[config.mk]
export PLATFORM = sky130hd
export DESIGN_NAME = slc_switch_lock_flat
export DESIGN_NICKNAME = d
export VERILOG_FILES = /design/src/logic/slc_pkg.sv /design/src/logic/slc_link_if.sv /design/src/logic/slc_switch_lock.sv /design/src/flat_wrapper.sv
export SDC_FILE = /design/constraint.sdc
export NUM_CORES = 1
export LEC_CHECK = 0
export BUFFER_PORTS_ARGS = -buffer_cell sky130_fd_sc_hd__buf_2
export CAP_MARGIN = 20
export CORE_MARGIN = 2
export CORE_UTILIZATION = 47
export CTS_CLUSTER_DIAMETER = 100
export DETAILED_ROUTE_END_ITERATION = 6
export HOLD_SLACK_MARGIN = 0.08
export MAX_ROUTING_LAYER = met4
export PLACE_DENSITY = 0.74
export SETUP_SLACK_MARGIN = 0.2
export SKIP_CTS_REPAIR_TIMING = 1
export SYNTH_ARGS = -nofsm -noshare
export SYNTH_HDL_FRONTEND = slang
export SYNTH_SLANG_ARGS = --single-unit
[constraint.sdc]
create_clock -name clk_sys -period 1.8 [get_ports clk_sys]
set_input_delay 0.54 -clock clk_sys [delete_from_list [all_inputs] [get_ports clk_sys]]
set_output_delay 0.54 -clock clk_sys [all_outputs]
set_load 0.05 [all_outputs]
[src/logic/slc_pkg.sv]
// Functional notes
// - Only one locked sequence at a time.
// - MRdLk forwarded, target downstream port locked.
// - MRdLk waits for posted requests to port.
// - Downstream lock alone blocks no other port.
// - CplDLk locks upstream port, whole switch.
// - CplDLk waits for posted requests upstream.
// - Failed lock released by following Unlock.
// - Root ends every sequence with Unlock.
// - SMBus register access stays served while locked.
// - Root avoids switch configuration access while locked.
// - Locked traffic limited to MWr, MRdLk, Unlock.
// - Repeat MRdLk and completions keep lock state.
// - MWr to locked device keeps lock state.
// - Locked ports may still insert own messages.
// - Unlock unlocks, forwards Unlock, unblocks traffic.
// - Posted requests complete before leaving lock.
// - Blocked TLPs held until unlock.
// - Root sends nothing to unlocked ports while locked.
// - Lock mode flag shows switch lock.
package slc_pkg;

   // ----------------------------------------------------------------
   // Widths and reset values
   // ----------------------------------------------------------------
   localparam int          NUM_DN        = 2;
   localparam int          PORT_W        = 2;
   localparam logic [1:0]  LOCK_PORT_RST = 2'h0;

   // ----------------------------------------------------------------
   // Request and completion kinds
   // ----------------------------------------------------------------
   typedef enum logic [2:0] {
      SLC_MWR    = 3'h0,
      SLC_MRD    = 3'h1,
      SLC_CFG    = 3'h2,
      SLC_MRDLK  = 3'h3,
      SLC_UNLOCK = 3'h4,
      SLC_MSG    = 3'h5
   } slc_req_t;

   typedef enum logic [1:0] {
      SLC_CPL    = 2'h0,
      SLC_CPLD   = 2'h1,
      SLC_CPLLK  = 2'h2,
      SLC_CPLDLK = 2'h3
   } slc_cpl_t;

   // ----------------------------------------------------------------
   // Lock states
   // ----------------------------------------------------------------
   typedef enum logic [3:0] {
      SLC_ST_IDLE   = 4'h1,
      SLC_ST_DNLOCK = 4'h2,
      SLC_ST_SWLOCK = 4'h4,
      SLC_ST_FAIL   = 4'h8
   } slc_st_t;

endpackage

[src/logic/slc_link_if.sv]
`timescale 1ns/1ps
interface slc_link_if;
   logic                        dn_valid;
   logic                        dn_ready;
   slc_pkg::slc_req_t           dn_type;
   logic [slc_pkg::PORT_W-1:0]  dn_port;
   logic                        up_valid;
   logic                        up_ready;
   slc_pkg::slc_cpl_t           up_type;
   logic [slc_pkg::PORT_W-1:0]  up_port;

   modport sw (
      input  dn_valid,
      input  dn_type,
      input  dn_port,
      output dn_ready,
      output up_valid,
      output up_type,
      output up_port,
      input  up_ready
   );

   modport rt (
      output dn_valid,
      output dn_type,
      output dn_port,
      input  dn_ready,
      input  up_valid,
      input  up_type,
      input  up_port,
      output up_ready
   );
endinterface

[src/logic/slc_switch_lock.sv]
`timescale 1ns/1ps
module slc_switch_lock #(
   parameter int NUM_DN = slc_pkg::NUM_DN
) (
   input  wire logic                        clk_sys,
   input  wire logic                        srst,
   slc_link_if.sw                           lk,
   input  wire logic [NUM_DN-1:0]           us_posted_pend,
   input  wire logic [NUM_DN-1:0]           ds_posted_pend,
   output logic                             fwd_valid,
   input  wire logic                        fwd_ready,
   output slc_pkg::slc_req_t                fwd_type,
   output logic [slc_pkg::PORT_W-1:0]       fwd_port,
   input  wire logic                        ds_cpl_valid,
   output logic                             ds_cpl_ready,
   input  wire slc_pkg::slc_cpl_t           ds_cpl_type,
   input  wire logic [slc_pkg::PORT_W-1:0]  ds_cpl_port,
   output logic [NUM_DN-1:0]                blk_dn_port,
   output logic                             blk_to_up,
   output logic                             up_lock_held,
   output logic [slc_pkg::PORT_W-1:0]       locked_port,
   output logic                             switch_locked_flag
);

   // ----------------------------------------------------------------
   // State
   // ----------------------------------------------------------------
   typedef struct packed {
      slc_pkg::slc_st_t             st;
      logic [slc_pkg::PORT_W-1:0]   lock_port;
      logic                         dn_ready;
      logic                         rq_valid;
      slc_pkg::slc_req_t            rq_type;
      logic [slc_pkg::PORT_W-1:0]   rq_port;
      logic                         fwd_valid;
      slc_pkg::slc_req_t            fwd_type;
      logic [slc_pkg::PORT_W-1:0]   fwd_port;
      logic                         cpl_ready;
      logic                         cq_valid;
      slc_pkg::slc_cpl_t            cq_type;
      logic [slc_pkg::PORT_W-1:0]   cq_port;
      logic                         up_valid;
      slc_pkg::slc_cpl_t            up_type;
      logic [slc_pkg::PORT_W-1:0]   up_port;
      logic [NUM_DN-1:0]            blk_dn;
      logic                         blk_up;
      logic                         locked_flag;
   } slc_dev_t;

   slc_dev_t  state_reg;
   slc_dev_t  state_next;
   logic      rq_take;
   logic      cq_take;
   logic      fwd_free;
   logic      up_free;

   logic [NUM_DN-1:0]  rq_post_hit;
   logic [NUM_DN-1:0]  cq_post_hit;

   // ----------------------------------------------------------------
   // Handshake terms
   // ----------------------------------------------------------------
   assign rq_take  = lk.dn_valid && state_reg.dn_ready;
   assign cq_take  = ds_cpl_valid && state_reg.cpl_ready;
   assign fwd_free = !state_reg.fwd_valid || fwd_ready;
   assign up_free  = !state_reg.up_valid || lk.up_ready;

   // ----------------------------------------------------------------
   // Posted-pending bit of the port a held request or completion names
   // ----------------------------------------------------------------
   // A port index beyond the last port matches no bit and waits on nothing
   for (genvar g = 0; g < NUM_DN; g++) begin : g_post
      assign rq_post_hit[g] = us_posted_pend[g] &&
                              (state_reg.rq_port == slc_pkg::PORT_W'(g));
      assign cq_post_hit[g] = ds_posted_pend[g] &&
                              (state_reg.cq_port == slc_pkg::PORT_W'(g));
   end

   // ----------------------------------------------------------------
   // Next state
   // ----------------------------------------------------------------
   always_comb begin
      state_next = state_reg;

      // Retire transfers taken by the far side
      if (state_reg.fwd_valid && fwd_ready) begin
         state_next.fwd_valid = 1'b0;
      end
      if (state_reg.up_valid && lk.up_ready) begin
         state_next.up_valid = 1'b0;
      end

      // Capture a request from the root
      if (rq_take) begin
         state_next.rq_valid = 1'b1;
         state_next.rq_type  = lk.dn_type;
         state_next.rq_port  = lk.dn_port;
      end

      // Issue a held request toward the downstream ports
      if (state_reg.rq_valid && fwd_free) begin
         case (state_reg.rq_type)
            slc_pkg::SLC_MRDLK: begin
               if (!(|rq_post_hit)) begin
                  state_next.rq_valid  = 1'b0;
                  state_next.fwd_valid = 1'b1;
                  state_next.fwd_type  = state_reg.rq_type;
                  state_next.fwd_port  = state_reg.rq_port;
                  if (state_reg.st == slc_pkg::SLC_ST_IDLE) begin
                     state_next.st        = slc_pkg::SLC_ST_DNLOCK;
                     state_next.lock_port = state_reg.rq_port;
                  end
                  // A repeat MRdLk leaves the lock as it is
               end
            end
            slc_pkg::SLC_UNLOCK: begin
               if (us_posted_pend == '0) begin
                  state_next.rq_valid  = 1'b0;
                  state_next.fwd_valid = 1'b1;
                  state_next.fwd_type  = state_reg.rq_type;
                  if (state_reg.st != slc_pkg::SLC_ST_IDLE) begin
                     state_next.fwd_port = state_reg.lock_port;
                  end else begin
                     state_next.fwd_port = state_reg.rq_port;
                  end
                  state_next.st        = slc_pkg::SLC_ST_IDLE;
                  state_next.lock_port = slc_pkg::LOCK_PORT_RST;
               end
            end
            default: begin
               // MWr and other requests pass with no state change
               state_next.rq_valid  = 1'b0;
               state_next.fwd_valid = 1'b1;
               state_next.fwd_type  = state_reg.rq_type;
               state_next.fwd_port  = state_reg.rq_port;
            end
         endcase
      end

      // Capture a completion from a downstream port
      if (cq_take) begin
         state_next.cq_valid = 1'b1;
         state_next.cq_type  = ds_cpl_type;
         state_next.cq_port  = ds_cpl_port;
      end

      // Send a held completion upstream
      if (state_reg.cq_valid && up_free &&
          (state_reg.cq_type != slc_pkg::SLC_CPLDLK ||
           !(|cq_post_hit))) begin
         state_next.cq_valid = 1'b0;
         state_next.up_valid = 1'b1;
         state_next.up_type  = state_reg.cq_type;
         state_next.up_port  = state_reg.cq_port;
         if (state_reg.st == slc_pkg::SLC_ST_DNLOCK &&
             state_reg.cq_port == state_reg.lock_port) begin
            if (state_reg.cq_type == slc_pkg::SLC_CPLDLK) begin
               state_next.st = slc_pkg::SLC_ST_SWLOCK;
            end else if (state_reg.cq_type == slc_pkg::SLC_CPLLK) begin
               state_next.st = slc_pkg::SLC_ST_FAIL;
            end
         end
         // Completions in a held lock change nothing
      end

      state_next.dn_ready  = !state_next.rq_valid;
      state_next.cpl_ready = !state_next.cq_valid;

      // Blocking masks; held TLPs wait in the core queues
      // Masks cover forwarded TLPs only, inserted messages pass
      for (int i = 0; i < NUM_DN; i++) begin
         state_next.blk_dn[i] = (state_next.st != slc_pkg::SLC_ST_IDLE) &&
                                (state_next.lock_port == slc_pkg::PORT_W'(i));
      end
      state_next.blk_up = (state_next.st == slc_pkg::SLC_ST_SWLOCK) ||
                          (state_next.st == slc_pkg::SLC_ST_FAIL);

      // Live flag for the status register, readable during lock
      state_next.locked_flag = (state_next.st == slc_pkg::SLC_ST_SWLOCK);
   end

   // ----------------------------------------------------------------
   // Registers
   // ----------------------------------------------------------------
   always_ff @(posedge clk_sys) begin
      if (srst) begin
         state_reg    <= '0;
         state_reg.st <= slc_pkg::SLC_ST_IDLE;
      end else begin
         state_reg <= state_next;
      end
   end

   // ----------------------------------------------------------------
   // Outputs
   // ----------------------------------------------------------------
   assign lk.dn_ready          = state_reg.dn_ready;
   assign lk.up_valid          = state_reg.up_valid;
   assign lk.up_type           = state_reg.up_type;
   assign lk.up_port           = state_reg.up_port;
   assign fwd_valid            = state_reg.fwd_valid;
   assign fwd_type             = state_reg.fwd_type;
   assign fwd_port             = state_reg.fwd_port;
   assign ds_cpl_ready         = state_reg.cpl_ready;
   assign blk_dn_port          = state_reg.blk_dn;
   assign blk_to_up            = state_reg.blk_up;
   assign up_lock_held         = state_reg.blk_up;
   assign locked_port          = state_reg.lock_port;
   assign switch_locked_flag   = state_reg.locked_flag;

endmodule // slc_switch_lock

[src/flat_wrapper.sv]
// flat-port wrapper written by rule: the top's interface ports become plain ports
module slc_switch_lock_flat 
#(
   parameter int NUM_DN = slc_pkg::NUM_DN
)
  (clk_sys, srst, us_posted_pend, ds_posted_pend, fwd_valid, fwd_ready, fwd_type, fwd_port, ds_cpl_valid, ds_cpl_ready, ds_cpl_type, ds_cpl_port, blk_dn_port, blk_to_up, up_lock_held, locked_port, switch_locked_flag, lk_dn_valid, lk_dn_type, lk_dn_port, lk_dn_ready, lk_up_valid, lk_up_type, lk_up_port, lk_up_ready);
  slc_link_if lk_i ();
  input  wire logic clk_sys;
  input  wire logic srst;
  input  wire logic [NUM_DN-1:0] us_posted_pend;
  input  wire logic [NUM_DN-1:0] ds_posted_pend;
  output logic fwd_valid;
  input  wire logic fwd_ready;
  output slc_pkg::slc_req_t fwd_type;
  output logic [slc_pkg::PORT_W-1:0] fwd_port;
  input  wire logic ds_cpl_valid;
  output logic ds_cpl_ready;
  input  wire slc_pkg::slc_cpl_t ds_cpl_type;
  input  wire logic [slc_pkg::PORT_W-1:0] ds_cpl_port;
  output logic [NUM_DN-1:0] blk_dn_port;
  output logic blk_to_up;
  output logic up_lock_held;
  output logic [slc_pkg::PORT_W-1:0] locked_port;
  output logic switch_locked_flag;
  input wire logic [$bits(lk_i.dn_valid)-1:0] lk_dn_valid;
  input wire logic [$bits(lk_i.dn_type)-1:0] lk_dn_type;
  input wire logic [$bits(lk_i.dn_port)-1:0] lk_dn_port;
  output wire logic [$bits(lk_i.dn_ready)-1:0] lk_dn_ready;
  output wire logic [$bits(lk_i.up_valid)-1:0] lk_up_valid;
  output wire logic [$bits(lk_i.up_type)-1:0] lk_up_type;
  output wire logic [$bits(lk_i.up_port)-1:0] lk_up_port;
  input wire logic [$bits(lk_i.up_ready)-1:0] lk_up_ready;
  assign lk_i.dn_valid = lk_dn_valid;
  assign lk_i.dn_type = lk_dn_type;
  assign lk_i.dn_port = lk_dn_port;
  assign lk_dn_ready = lk_i.dn_ready;
  assign lk_up_valid = lk_i.up_valid;
  assign lk_up_type = lk_i.up_type;
  assign lk_up_port = lk_i.up_port;
  assign lk_i.up_ready = lk_up_ready;
  slc_switch_lock #(.NUM_DN(NUM_DN)) u_core (.clk_sys(clk_sys), .srst(srst), .lk(lk_i), .us_posted_pend(us_posted_pend), .ds_posted_pend(ds_posted_pend), .fwd_valid(fwd_valid), .fwd_ready(fwd_ready), .fwd_type(fwd_type), .fwd_port(fwd_port), .ds_cpl_valid(ds_cpl_valid), .ds_cpl_ready(ds_cpl_ready), .ds_cpl_type(ds_cpl_type), .ds_cpl_port(ds_cpl_port), .blk_dn_port(blk_dn_port), .blk_to_up(blk_to_up), .up_lock_held(up_lock_held), .locked_port(locked_port), .switch_locked_flag(switch_locked_flag));
endmodule
-- After elaboration in Yosys (flattened, before gate mapping)
Index checks and enable logic that the tools add are counted.
- register bits after elaboration: 34
- output and inout bits: 20
- eq/ne operators: 17
- muxes and demuxes: 24
- reduce and logical (&&, ||, !) cells: 31
- operators by type and width (operator ; count):
    2-to-1 mux 6 bit ; 8
    case mux 6 bit (2 select lines) ; 2
    2-to-1 mux 4 bit ; 4
    logical AND 1 bit ; 14
    2-to-1 mux 5 bit ; 2
    zero test 2 bit ; 4
    inequality test 4 x 1 -> 1 bit (second input constant) ; 2
    equality test 2 x 1 -> 1 bit (second input constant) ; 3
    2-to-1 mux 1 bit ; 6
    zero test 1 bit ; 5
    equality test 2 bit (second input constant) ; 2
    equality test 4 x 1 -> 1 bit (second input constant) ; 1
    equality test 4 x 2 -> 1 bit (second input constant) ; 1
    equality test 4 x 3 -> 1 bit (second input constant) ; 1
    equality test 4 bit (second input constant) ; 1
    logical OR 1 bit ; 4
    inequality test 2 bit (second input constant) ; 2
    OR reduction 2 bit ; 2
    equality test 3 x 2 -> 1 bit (second input constant) ; 1
    equality test 3 bit (second input constant) ; 1
    AND reduction 3 bit ; 1
    equality test 2 bit ; 1
    2-to-1 mux 2 bit ; 1
    inequality test 2 x 1 -> 1 bit (second input constant) ; 1
    2 further kinds ; 2

-- Depth between registers and ports, before layout
- word-level depth: 12
- gate-level depth with buffers: 6

-- Worst setup path before layout
No wires, ideal clock.
- kind: in2reg
- start point: input port ds_posted_pend[1]
- end point: register u_core.state_reg, in the netlist u_core.switch_locked_flag
- library setup time: 103 ps
- arrival time: 1757 ps
- path slack: -61 ps
- stages: 5
- buffers on the path: 0
- cells stage by stage: mux2i_1 o311ai_4 nor4_4 a21oi_1 a2111oi_2
- cells in the longest elaborated chain, start to end: 7
- ends and longest elaborated chain (element ; RTL line ; RTL):
    start: declaration ; flat_wrapper.sv:11 ; input wire logic [NUM_DN-1:0] ds_posted_pend;
    logical AND 1 bit ; slc_switch_lock.sv:75 ; assign cq_post_hit[g] = ds_posted_pend[g] &&
    OR reduction 2 bit ; slc_switch_lock.sv:150 ; !(|cq_post_hit))) begin
    zero test 1 bit ; slc_switch_lock.sv:150 ;
    logical OR 1 bit ; slc_switch_lock.sv:149 ; (state_reg.cq_type != slc_pkg::SLC_CPLDLK ||
    logical AND 1 bit ; slc_switch_lock.sv:148 ; if (state_reg.cq_valid && up_free &&
    2-to-1 mux 4 bit ; slc_switch_lock.sv:148 ;
    equality test 4 x 3 -> 1 bit ; slc_switch_lock.sv:179 ; state_next.locked_flag = (state_next.st == slc_pkg::SLC_ST_SWLOCK);
    end signal: assignment ; slc_switch_lock.sv:190 ; state_reg <= state_next;
    end: declaration ; slc_switch_lock.sv:50 ; slc_dev_t state_reg;
No other way between the ends.
A chain may end at the register's enable or synchronous reset.

-- Worst setup path in the final report
- start point: register u_core.state_reg[9] in the netlist's numbering
- end point: register u_core.state_reg, in the netlist u_core.blk_dn_port[0]
- cells in the longest elaborated chain, start to end: 9
- elaborated cells on any way between the ends: 14
- classes of those cells: eq/ne (3); mux (2); reduce/logical (9)
- ends and longest elaborated chain (element ; RTL line ; RTL):
    equality test 2 x 1 -> 1 bit or zero test 2 bit (tied branches) ; slc_switch_lock.sv:76 ; (state_reg.cq_port == slc_pkg::PORT_W'(g));
    logical AND 1 bit ; slc_switch_lock.sv:75 ;
    OR reduction 2 bit ; slc_switch_lock.sv:150 ;
    zero test 1 bit ; slc_switch_lock.sv:150 ;
    logical OR 1 bit ; slc_switch_lock.sv:149 ;
    logical AND 1 bit ; slc_switch_lock.sv:148 ;
    2-to-1 mux 4 bit * ; slc_switch_lock.sv:148 ;
    inequality test 4 x 1 -> 1 bit * ; slc_switch_lock.sv:172 ; state_next.blk_dn[i] = (state_next.st != slc_pkg::SLC_ST_IDLE) &&
    logical AND 1 bit * ; slc_switch_lock.sv:172 ;
Mark *: on every way between the ends. The rest lies on a longest branch, timed or not.

==> out/metrics.csv <==
stage;metric;value;unit
outcome;status;finished, final reports clean;
route;WL per Instance;12.7;um
synth;ys async rst share;0;
synth;FF+latch count, synth;34;
pwr;VDD IR-drop max;0.441;mV
worst_setup_path;Arr. time, crit path;2.02;ns
pwr;leak pwr;0.853;nW
route;via/cell ratio;5.29;
clocking;clock root cell;clkbuf_4;
synth;top post-synthesis cells by count;dfxtp_1 (34), nand2_1 (23), a21oi_1 (21);
synth;Synth Area in Adders;0;
worst_setup_path;Critical Path Fanout Max;4;
worst_setup_path;crit start category;flop;
cells_and_area;Area growth syn-to-layout;28.7;%
pwr;PwrDens;804;nW/um^2
grt;GRT Util Overall;0.207;
timing;Setup Skew;0.00542;ns
die;IO Pins;39;
route;drt drc;0;
route;WL met3;243;um
timing;Final min period;1.74;ns
synth;most common cell in the netlist;dfxtp_1;
die;Initial Utilization;0.504;
synth;largest family of logic cells by synthesized area;simple AND/OR/NAND/NOR gates;
cells_and_area;Non-Filler Instances;271;
pwr;Switching Share;0.277;
grt;initial antenna violation count;0;
route;WL met2;1670;um
synth;Synth Area per Inst;8.63;sq um
route;uppermost layer routed;met4;
synth;multiplexer share of the synthesized area;0.0384;
worst_setup_path;Req. time, crit path;2.08;ns
timing;Fmax;575;MHz
cells_and_area;share of cells above drive strength 1;0.414;
timing;setup slack after layout;0.0620;ns
place;Detailed Place HPWL;2570;um
timing;Max-slew headroom;0.707;
route;post-route ant nets;0;
route;WL met1;1500;um
place;dpl cell area;1840;sq um
synth;post-synthesis simple-gate area fraction;0.246;
pwr;Comb pwr share;0.151;
route;routed via count;1434;
route;Iter 0 DRT Violations;65;
grt;first-pass GRT wire length;5470;um
cells_and_area;Largest register FFs;15;
die;die height;61.7;um
place;I/O Buffers;38;
place;DP Worst Slack;-0.0756;ns
timing;final setup vio count;0;
synth;Synth area leaders;dfxtp_1 (44%), a21oi_1 (6.7%), buf_4 (6.7%);
timing;Final Hold Fails;0;
synth;Ys Warns;0;
pwr;Clock Power Share;0.345;
grt;Remaining Overflow, GRT;0;
clocking;H-tree Lvls;2;
route;TritonRoute pass-1 iters;5;
cells_and_area;# diodes;0;
timing;worst hold slack;0.412;ns
die;Die X-Extent;61.7;um
worst_setup_path;CP endpoint kind;flop;
place;Post-Place Cells;258;
place;gpl congestion;0.861;
synth;Syn Nets;200;
clocking;Clock transition at path regs;0.10;ns
clocking;Worst-Skew Late Latency;0.35;ns
cells_and_area;fin nets;245;
route;routed wire length;3450;um
grt;largest net degree at the start of global routing;24;
timing;Max Slew Vio Count;0;
synth;Unique masters post-synth;37;
clocking;clk buf depth;2;
flow_run;Max Cap Violations;0;
die;DIE AREA;3800;sq um
timing;Worst-Margin Slew;0.440;ns
clocking;# clock sinks;34;
timing;RSZ-0062 raised after global routing;true;
pwr;Power Internal;0.00117;W
cells_and_area;cell area after layout;2010;sq um
synth;area share of the largest cell type after synthesis;0.436;
synth;synthesized instance count;181;
synth;post-synthesis xor/xnor area fraction;0.0112;
worst_setup_path;Setup Crit Path Kind;flop to flop;
grt;vias in the first global route;1280;
synth;synthesized area;1560;sq um
die;Cell Rows;20;
min_path;Worst Hold Class;input pin to flop;
pwr;Psw;0.000448;W
synth;sequential area share after synthesis;0.436;
clocking;CTS tree;built;
synth;Post-synth EDFFs;0;
pwr;sequential share of power;0.504;
clocking;Num CTS Buffers;5;
synth;top_reg_cell synth;dfxtp_1;
synth;largest area contributor in the netlist;dfxtp_1;
synth;Compound-Gate Fraction of Synth Area;0.180;
timing;fin crit share;0.966;
die;Core Box Area;3100;sq um
final timing paths:
check	from	end	slack [ns]	depth (start not counted)
max	u_core.state_reg[9]$_SDFFE_PP0P_	u_core.blk_dn_port[0]$_SDFF_PP0_	0.06	6
min	ds_cpl_port[0]	u_core.state_reg[9]$_SDFFE_PP0P_	0.41	3
max reg2reg	u_core.state_reg[9]$_SDFFE_PP0P_	u_core.blk_dn_port[0]$_SDFF_PP0_	0.06	6
min reg2reg	u_core.lk.up_port[1]$_SDFFE_PP0P_	u_core.lk.up_port[1]$_SDFFE_PP0P_	0.47	2
logic make-up after synthesis:
family                 count (synthesis)
XOR/XNOR                               2
AND/OR/NAND/NOR                       74
AO/OA/AOI/OAI                         42
flip-flops                            34
buffers and inverters                 23
multiplexers                           6
area by class of cell:
| type | instances | area (sq um) |
|---|---|---|
| Timing Repair Buffer | 56 | 340 |
| Multi-Input combinational cell | 124 | 823 |
| Clock buffer | 6 | 41.3 |
| Clock inverter | 2 | 37.5 |
| Fill cell | 267 | 1090 |
| Sequential cell | 34 | 696 |
| Inverter | 5 | 18.8 |
| Tap cell | 44 | 55.1 |
worst max-delay path: stages (launching register included):
cell and delay (ns):
dfxtp_4 0.38, mux2i_4 0.24, o311ai_4 0.11, nor4_4 0.39, buf_4 0.18, and4bb_1 0.20, nor3b_2 0.16
through the flow:
stage	util	total power (W)	TNS, ns
after floorplan	-	0.000986	0
after global placement	0.592	0.00105	-0.101
after detailed placement	0.592	0.00106	-0.192
after CTS	0.617	0.00161	-0.00270
after global routing	0.648	0.00168	-0.0466
final	0.648	0.00162	0
power groups by stage:
stage | combinational, W | clock [W] | sequential (W)
2_1_floorplan | 0.000135 | 0 | 0.000852
3_3_place_gp | 0.000221 | 0 | 0.000828
3_5_place_dp | 0.000226 | 0 | 0.000830
4_1_cts | 0.000228 | 0.000568 | 0.000813
5_1_grt | 0.000264 | 0.000601 | 0.000819
6_report | 0.000244 | 0.000559 | 0.000814
layer usage:
metal | up-vias | GRT usage
met3 | 9 | 0.0693
met2 | 49 | 0.332
met5 | - | -
met1 | 655 | 0.237
li1 | 721 | -
met4 | 0 | 0.0851
placed cells by master, fill, tap and decap left out, types with 2 or more instances in the layout:
cell type / instances
buf_2: 35
dfxtp_1: 24
nand2_1: 23
a21oi_1: 19
buf_4: 18
nor2_1: 17
dfxtp_2: 9
nand3_1: 7
nor3_1: 6
clkbuf_4: 6
inv_1: 5
o21ai_0: 4
mux2i_1: 4
nor3b_2: 3
o211ai_1: 3
a21o_1: 3
nor2_2: 2
xor2_1: 2
nand4_1: 2
a21oi_2: 2
nor2b_1: 2
buf_6: 2
(Power assumes the default switching activity.)
